===== src/pkg/l2arb_defs.svh =====
// Offsets, field positions, reset values and decode constants of the
// backside L2 arbitration limiter. Assumes a 32-bit register port.
`ifndef L2ARB_DEFS_SVH
`define L2ARB_DEFS_SVH

// ==========================================================
// Register offsets
`define L2ARB_CTRL_ADDR     8'h00
`define L2ARB_STAT_ADDR     8'h04

// ==========================================================
// Control field positions
`define L2ARB_FLD_DIS_BIT   31
`define L2ARB_FTH_HI        29
`define L2ARB_FTH_LO        28
`define L2ARB_SCD_BIT       27
`define L2ARB_SCAP_HI       26
`define L2ARB_SCAP_LO       24
`define L2ARB_SID_HI        7
`define L2ARB_SID_LO        0

// ==========================================================
// Reset and write mask
`define L2ARB_CTRL_RESET    32'h00000000
`define L2ARB_CTRL_WMASK    32'hBF0000FF

// ==========================================================
// Decode defaults for code zero
`define L2ARB_FETCH_DEF     5'h08
`define L2ARB_SNOOP_DEF     8'h08
`endif


===== src/pkg/l2arb_pkg.sv =====
// Types shared by the arbitration limiter.
// Assumes the requesters are logic on the same core clock.
package l2arb_pkg;
    // One bit per requester of the backside L2
    typedef struct packed {
        logic snoop;
        logic fetch;
        logic lsu;
        logic misc;
    } l2arb_req_t;
endpackage : l2arb_pkg


===== src/verilog/l2arb_limits.sv =====
// Backside L2 arbiter with snoop-win cap, fetch-loss promotion,
// control register and stash identifier filter.
// Assumes requesters hold a request until granted, on the same clock.
//
// Local design decisions: the register addresses and the strobed register port.
`timescale 1ns/1ps
`include "l2arb_defs.svh"

module l2arb_limits
    import l2arb_pkg::*;
(
    // Clock and reset
    input  wire logic        clk,
    input  wire logic        srst,
    // Register port
    input  wire logic [7:0]  addr,
    input  wire logic [31:0] wr_data,
    input  wire logic        wr_en,
    input  wire logic        rd_en,
    output logic      [31:0] rd_data,
    // Requests and grants
    input  wire l2arb_req_t  req,
    output l2arb_req_t       grant,
    // External stash
    input  wire logic        stash_valid,
    input  wire logic [7:0]  stash_tid,
    output logic             stash_accept,
    output logic             stash_reject
);

    // ==========================================================
    // Control register
    logic [31:0] ctrl;
    logic        ctrl_hit;
    logic        stat_hit;
    logic        ctrl_wr;

    assign ctrl_hit = (addr == `L2ARB_CTRL_ADDR);
    assign stat_hit = (addr == `L2ARB_STAT_ADDR);
    assign ctrl_wr  = wr_en && ctrl_hit;

    logic        fetch_dis;
    logic [1:0]  fetch_code;
    logic        snoop_dis;
    logic [2:0]  snoop_code;
    logic [7:0]  stash_id;

    assign fetch_dis  = ctrl[`L2ARB_FLD_DIS_BIT];
    assign fetch_code = ctrl[`L2ARB_FTH_HI:`L2ARB_FTH_LO];
    assign snoop_dis  = ctrl[`L2ARB_SCD_BIT];
    assign snoop_code = ctrl[`L2ARB_SCAP_HI:`L2ARB_SCAP_LO];
    assign stash_id   = ctrl[`L2ARB_SID_HI:`L2ARB_SID_LO];

    // masked store
    // Only the implemented bits are stored, eight of the identifier
    always_ff @(posedge clk)
    begin
        if (srst)
            ctrl <= `L2ARB_CTRL_RESET;
        else if (ctrl_wr)
            ctrl <= wr_data & `L2ARB_CTRL_WMASK;
    end

    // ==========================================================
    // Limit decode
    logic [4:0] fetch_thr;
    logic [7:0] snoop_cap;

    assign fetch_thr = (fetch_code == 2'h0) ? `L2ARB_FETCH_DEF
                                            : (5'h02 << fetch_code);
    assign snoop_cap = (snoop_code == 3'h0) ? `L2ARB_SNOOP_DEF
                                            : (8'h01 << snoop_code);

    // ==========================================================
    // Arbitration
    logic [4:0] loss_cnt;
    logic [7:0] win_cnt;
    logic       others_pend;
    logic       snoop_block;
    logic       snoop_win;
    logic       fetch_prom;
    l2arb_req_t next_grant;

    assign others_pend = req.fetch || req.lsu || req.misc;

    assign snoop_block = !snoop_dis && others_pend
                         && (win_cnt >= snoop_cap);
    assign snoop_win   = req.snoop && !snoop_block;
    assign fetch_prom  = !fetch_dis && (loss_cnt >= fetch_thr);

    // Fetch is the lowest non-snoop unit until promoted, so that a
    // busy load/store path is what makes it lose.
    always_comb
    begin
        next_grant = '0;
        if (snoop_win)
            next_grant.snoop = 1'b1;
        else if (req.fetch && fetch_prom)
            next_grant.fetch = 1'b1;
        else if (req.lsu)
            next_grant.lsu = 1'b1;
        else if (req.misc)
            next_grant.misc = 1'b1;
        else if (req.fetch)
            next_grant.fetch = 1'b1;
    end

    always_ff @(posedge clk)
    begin
        if (srst)
            grant <= '0;
        else
            grant <= next_grant;
    end

    // ==========================================================
    // Loss and win counters
    logic       nonsnoop_gnt;
    logic       fetch_lost;
    logic [4:0] next_loss;
    logic [7:0] next_win;

    assign nonsnoop_gnt = next_grant.fetch || next_grant.lsu
                          || next_grant.misc;
    assign fetch_lost   = req.fetch && !next_grant.fetch;

    // loss count
    // Saturates at the largest threshold; a dropped fetch request
    // breaks the run of consecutive losses.
    assign next_loss = !fetch_lost ? 5'h00
                     : (loss_cnt == 5'h10) ? loss_cnt
                     : loss_cnt + 5'h01;

    assign next_win = nonsnoop_gnt ? 8'h00
                    : !next_grant.snoop ? win_cnt
                    : (win_cnt == 8'hFF) ? win_cnt
                    : win_cnt + 8'h01;

    always_ff @(posedge clk)
    begin
        if (srst)
        begin
            loss_cnt <= 5'h00;
            win_cnt  <= 8'h00;
        end
        else
        begin
            loss_cnt <= next_loss;
            win_cnt  <= next_win;
        end
    end

    // ==========================================================
    // Stash filter
    logic id_match;

    // compare
    // Software keeps the id at zero or 8 to 255; lower values are
    // not trapped here.
    assign id_match = (stash_id != 8'h00) && (stash_tid == stash_id);

    always_ff @(posedge clk)
    begin
        if (srst)
        begin
            stash_accept <= 1'b0;
            stash_reject <= 1'b0;
        end
        else
        begin
            stash_accept <= stash_valid && id_match;
            stash_reject <= stash_valid && !id_match;
        end
    end

    // ==========================================================
    // Read port
    logic [31:0] stat_word;
    logic [31:0] next_rd;

    assign stat_word = {15'h0000, fetch_prom, snoop_block,
                        win_cnt, loss_cnt, 2'h0};
    assign next_rd   = !rd_en   ? 32'h00000000
                     : ctrl_hit ? ctrl
                     : stat_hit ? stat_word
                     : 32'h00000000;

    always_ff @(posedge clk)
    begin
        if (srst)
            rd_data <= 32'h00000000;
        else
            rd_data <= next_rd;
    end
endmodule : l2arb_limits


===== config.mk =====
export PLATFORM = sky130hd
export DESIGN_NAME = l2arb_limits
export DESIGN_NICKNAME = d
export VERILOG_FILES = /design/src/pkg/l2arb_pkg.sv /design/src/verilog/l2arb_limits.sv
export VERILOG_INCLUDE_DIRS = /design/src /design/src/pkg
export SDC_FILE = /design/constraint.sdc
export NUM_CORES = 1
export LEC_CHECK = 0
export ABC_CLOCK_PERIOD_IN_PS = 7600
export BUFFER_PORTS_ARGS = -buffer_cell sky130_fd_sc_hd__buf_2
export CAP_MARGIN = 20
export CORE_AREA = 3 3 98 100
export DETAILED_ROUTE_END_ITERATION = 8
export DIE_AREA = 0 0 101 103
export PLACE_DENSITY = 0.63
export SLEW_MARGIN = 20
export SYNTH_ARGS = -nofsm -noshare
export SYNTH_HDL_FRONTEND = slang
export SYNTH_SLANG_ARGS = --single-unit
export TNS_END_PERCENT = 1

===== constraint.sdc =====
create_clock -name clk -period 7.6 [get_ports clk]
set_input_delay 0.38 -clock clk [delete_from_list [all_inputs] [get_ports clk]]
set_output_delay 0.38 -clock clk [all_outputs]
set_load 0.02 [all_outputs]

==> metrics.md <==
| Metric | Value |
|---|---|
| Async set-reset flop share out of synthesis | `0%` |
| Top FF cell, synth | `dfxtp_1` |
| Slew margin rel. | `55.68%` |
| Worst-Margin Slew | `0.6561 ns` |
| Layout Nets | `407` |
| Rows | `34` |
| Pre-CTS WS | `5.051 ns` |
| Top-count cell post-synth | `dfxtp_1` |
| WL/cell | `13.30 um` |
| Startpoint types | `register` |
| Post-Syn Instances | `265` |
| Worst path cell trace | `or3b_2 -> ha_1 -> a41oi_1 -> a2111oi_4 -> nor3_2 -> nor2_1 -> nor3_1` |
| Final Non-Filler Cells | `450` |
| Tot GR Track Use | `12.34%` |
| Setup CP Type | `reg2reg` |
| Met3 Track Usage GR | `4.939%` |
| Reg power frac | `46.2%` |
| Overall Power | `0.6664 mW` |
| Worst Path Arrival | `2.89 ns` |
| HP Class | `in2reg` |
| GPL Wtd Cong | `0.8316` |
| Global route hottest layer | `met2` |
| DR pass1 iterations | `4` |
| Largest net degree at the start of global routing | `26` |
| Sequential fraction of the synthesis area | `44.70%` |
| Worst skew pair latency | `0.34 ns` |
| Vias in the first global route | `2090` |
| CTS tree | `built` |
| Syn Area/Cell | `9.802 um^2` |
| Crit path largest cell delay | `0.48 ns` |
| Slowest CP cell | `or3b_2` |
| Area post-placement | `3015 um^2` |
| VDD IR max | `0.09865 mV` |
| Met1 Usage GRT | `14.95%` |
| Die ar. | `10400 um^2` |
| Final setup viols | `0` |
| Final Hold Vio Count | `0` |
| Initial Util | `29.64%` |
| H-tree Lvls | `3` |
| First-pass GRT wire length | `9.853 mm` |
| Die Ht | `103 um` |
| Endpoint class of the critical path | `register` |
| Layout fillers | `900` |
| Routed wire length | `5.983 mm` |
| PnR worst setup slack | `4.962 ns` |
| Grt ovf | `0` |
| Cells after DPL | `434` |
| Largest cells by area after synthesis | `dfxtp_1 45%, mux2i_1 8.9%, ha_1 6.3%` |
| Deepest clock path buffer count | `2` |
| Final core occ | `37.02%` |
| Die W | `101 um` |
| Met2 usage | `19.75%` |
| Status | `complete, no violations` |
| CTS Root Cell | `clkbuf_8` |
| IO Count | `95` |
| Cts bufs inserted | `9` |
| Combinational Power Share | `5.2%` |
| Synth warn | `0` |
| Drt drc | `0` |
| Psw | `0.1432 mW` |
| Number of max-cap violations | `0` |
| Port bufs | `69` |
| Fmax | `379.0 MHz` |
| Dpl hpwl | `4.578 mm` |
| Drt initial violations | `64` |
| Clk pwr share | `48.5%` |
| RSZ-0062 raised after global routing | `no` |
| Share of layout cells above drive strength 1 | `28.36%` |
| Hold slack | `0.2736 ns` |
| Clk_skew | `0.006984 ns` |
| WP data required | `7.85 ns` |
| Seq cells post-synth | `58` |
| Power per Cell Area | `205.4 nW/um^2` |
| Switching share of power | `21.48%` |
| Distinct cells, synth | `49` |
| Cell area after synthesis | `2597 um^2` |
| Minimum clock period | `2.638 ns` |
| Most frequent cells after synthesis | `58 x dfxtp_1, 36 x nor2_1, 23 x mux2i_1` |
| Period Utilization, post-route | `34.71%` |
| Setup Buffers After CTS | `0` |
| Antenna-violating nets left | `0` |
| Setup TNS | `0 ns` |
| CP Max Fanout | `9` |
| CTS sink count | `58` |
| CORE AREA | `8763 um^2` |
| Final Slew Violations | `0` |
| Hold-fix buffer count after cts | `0` |
| Post-CTS Resized | `0` |
| Initial antenna violation count | `0` |
| Vias | `2062` |
| P&R area growth vs syn | `24.90%` |
| Synth top area share | `44.70%` |
| Vias per cell | `4.582` |
| Antenna Diode Count | `0` |
| Clock transition at path regs | `0.07 ns` |
| EDFF count, synth | `0` |
| Leakage | `1.531 nW` |
| Internal power | `0.5232 mW` |
| Cell accounting for the most synthesized area | `dfxtp_1` |
| Design area | `3244 um^2` |
registers in the layout, indices dropped and copies added (netlist names):
signal / cells
stash_accept: 1
rd_data: 24
grant: 4
ctrl: 15
win_cnt: 8
stash_reject: 1
loss_cnt: 5
cell families (layout without fill, tap and decap cells):
group	count (synthesis)	count (layout)	synth area share (%)
xor+xnor	12	12	4.047
compound gates	28	28	7.852
flops	58	58	44.70
buf+inv	25	95	4.865
simple gates	105	105	23.27
other cells	1	8	0.1444
fa+ha+maj	13	13	6.262
mux	23	23	8.863
cell usage in the layout (no fill, tap or decap), types with 3 or more instances in the layout:
master,count
buf_2,69
mux2i_1,23
ha_1,13
nor4_1,5
nand3_1,6
and2_1,14
xnor2_1,3
dfxtp_1,58
nand2_1,8
nand3b_1,4
xor2_1,9
conb_1,8
clkbuf_8,11
nor3_1,9
nor3b_1,5
a21oi_1,9
nand2b_1,3
inv_1,8
nor2_1,36
final timing paths:
path | depth (start not counted) | endpoint | slack (ns) | startpoint
max | 7 | win_cnt[2]$_SDFFE_PP0P_ | 4.96 | ctrl[26]$_SDFFE_PP0P_
min | 3 | ctrl[4]$_SDFFE_PP0P_ | 0.27 | wr_data[4]
max reg2reg | 7 | win_cnt[2]$_SDFFE_PP0P_ | 4.96 | ctrl[26]$_SDFFE_PP0P_
min reg2reg | 1 | rd_data[29]$_SDFF_PP0_ | 0.50 | ctrl[29]$_SDFFE_PP0P_
critical path, delay by kind of cell, from the launching register on:
kind            cells  cell delay (ns)
flops               1             0.47
compound gates      2             0.48
simple gates        4             1.31
fa+ha+maj           1             0.29
power by group through the flow:
| stage | Sequential, mW | Clock, mW | Combinational [mW] |
|---|---|---|---|
| CTS | 0.308 | 0.333 | 0.0352 |
| detailed placement | 0.315 | 0 | 0.0349 |
| global route | 0.308 | 0.345 | 0.0386 |
| global placement | 0.315 | 0 | 0.0344 |
| floorplan | 0.316 | 0 | 0.0202 |
| finish | 0.308 | 0.324 | 0.0349 |
metal layers:
metal  vias up  wire length (um)
li1       1051                 -
met1       938              2715
met2        64              2754
met3         9               419
met4         0                93
met5         -                 0
area by class of cell:
type,instances,area (um^2),share of cell area (%)
Clock buffer,12,155.1,4.782
Tap cell,108,135.1,4.165
Clock inverter,4,73.82,2.275
Timing Repair Buffer,69,345.3,10.64
Multi-Input combinational cell,189,1336,41.19
Inverter,10,37.54,1.157
Sequential cell,58,1161,35.79
No activity file was read; power rests on OpenSTA's default activity.
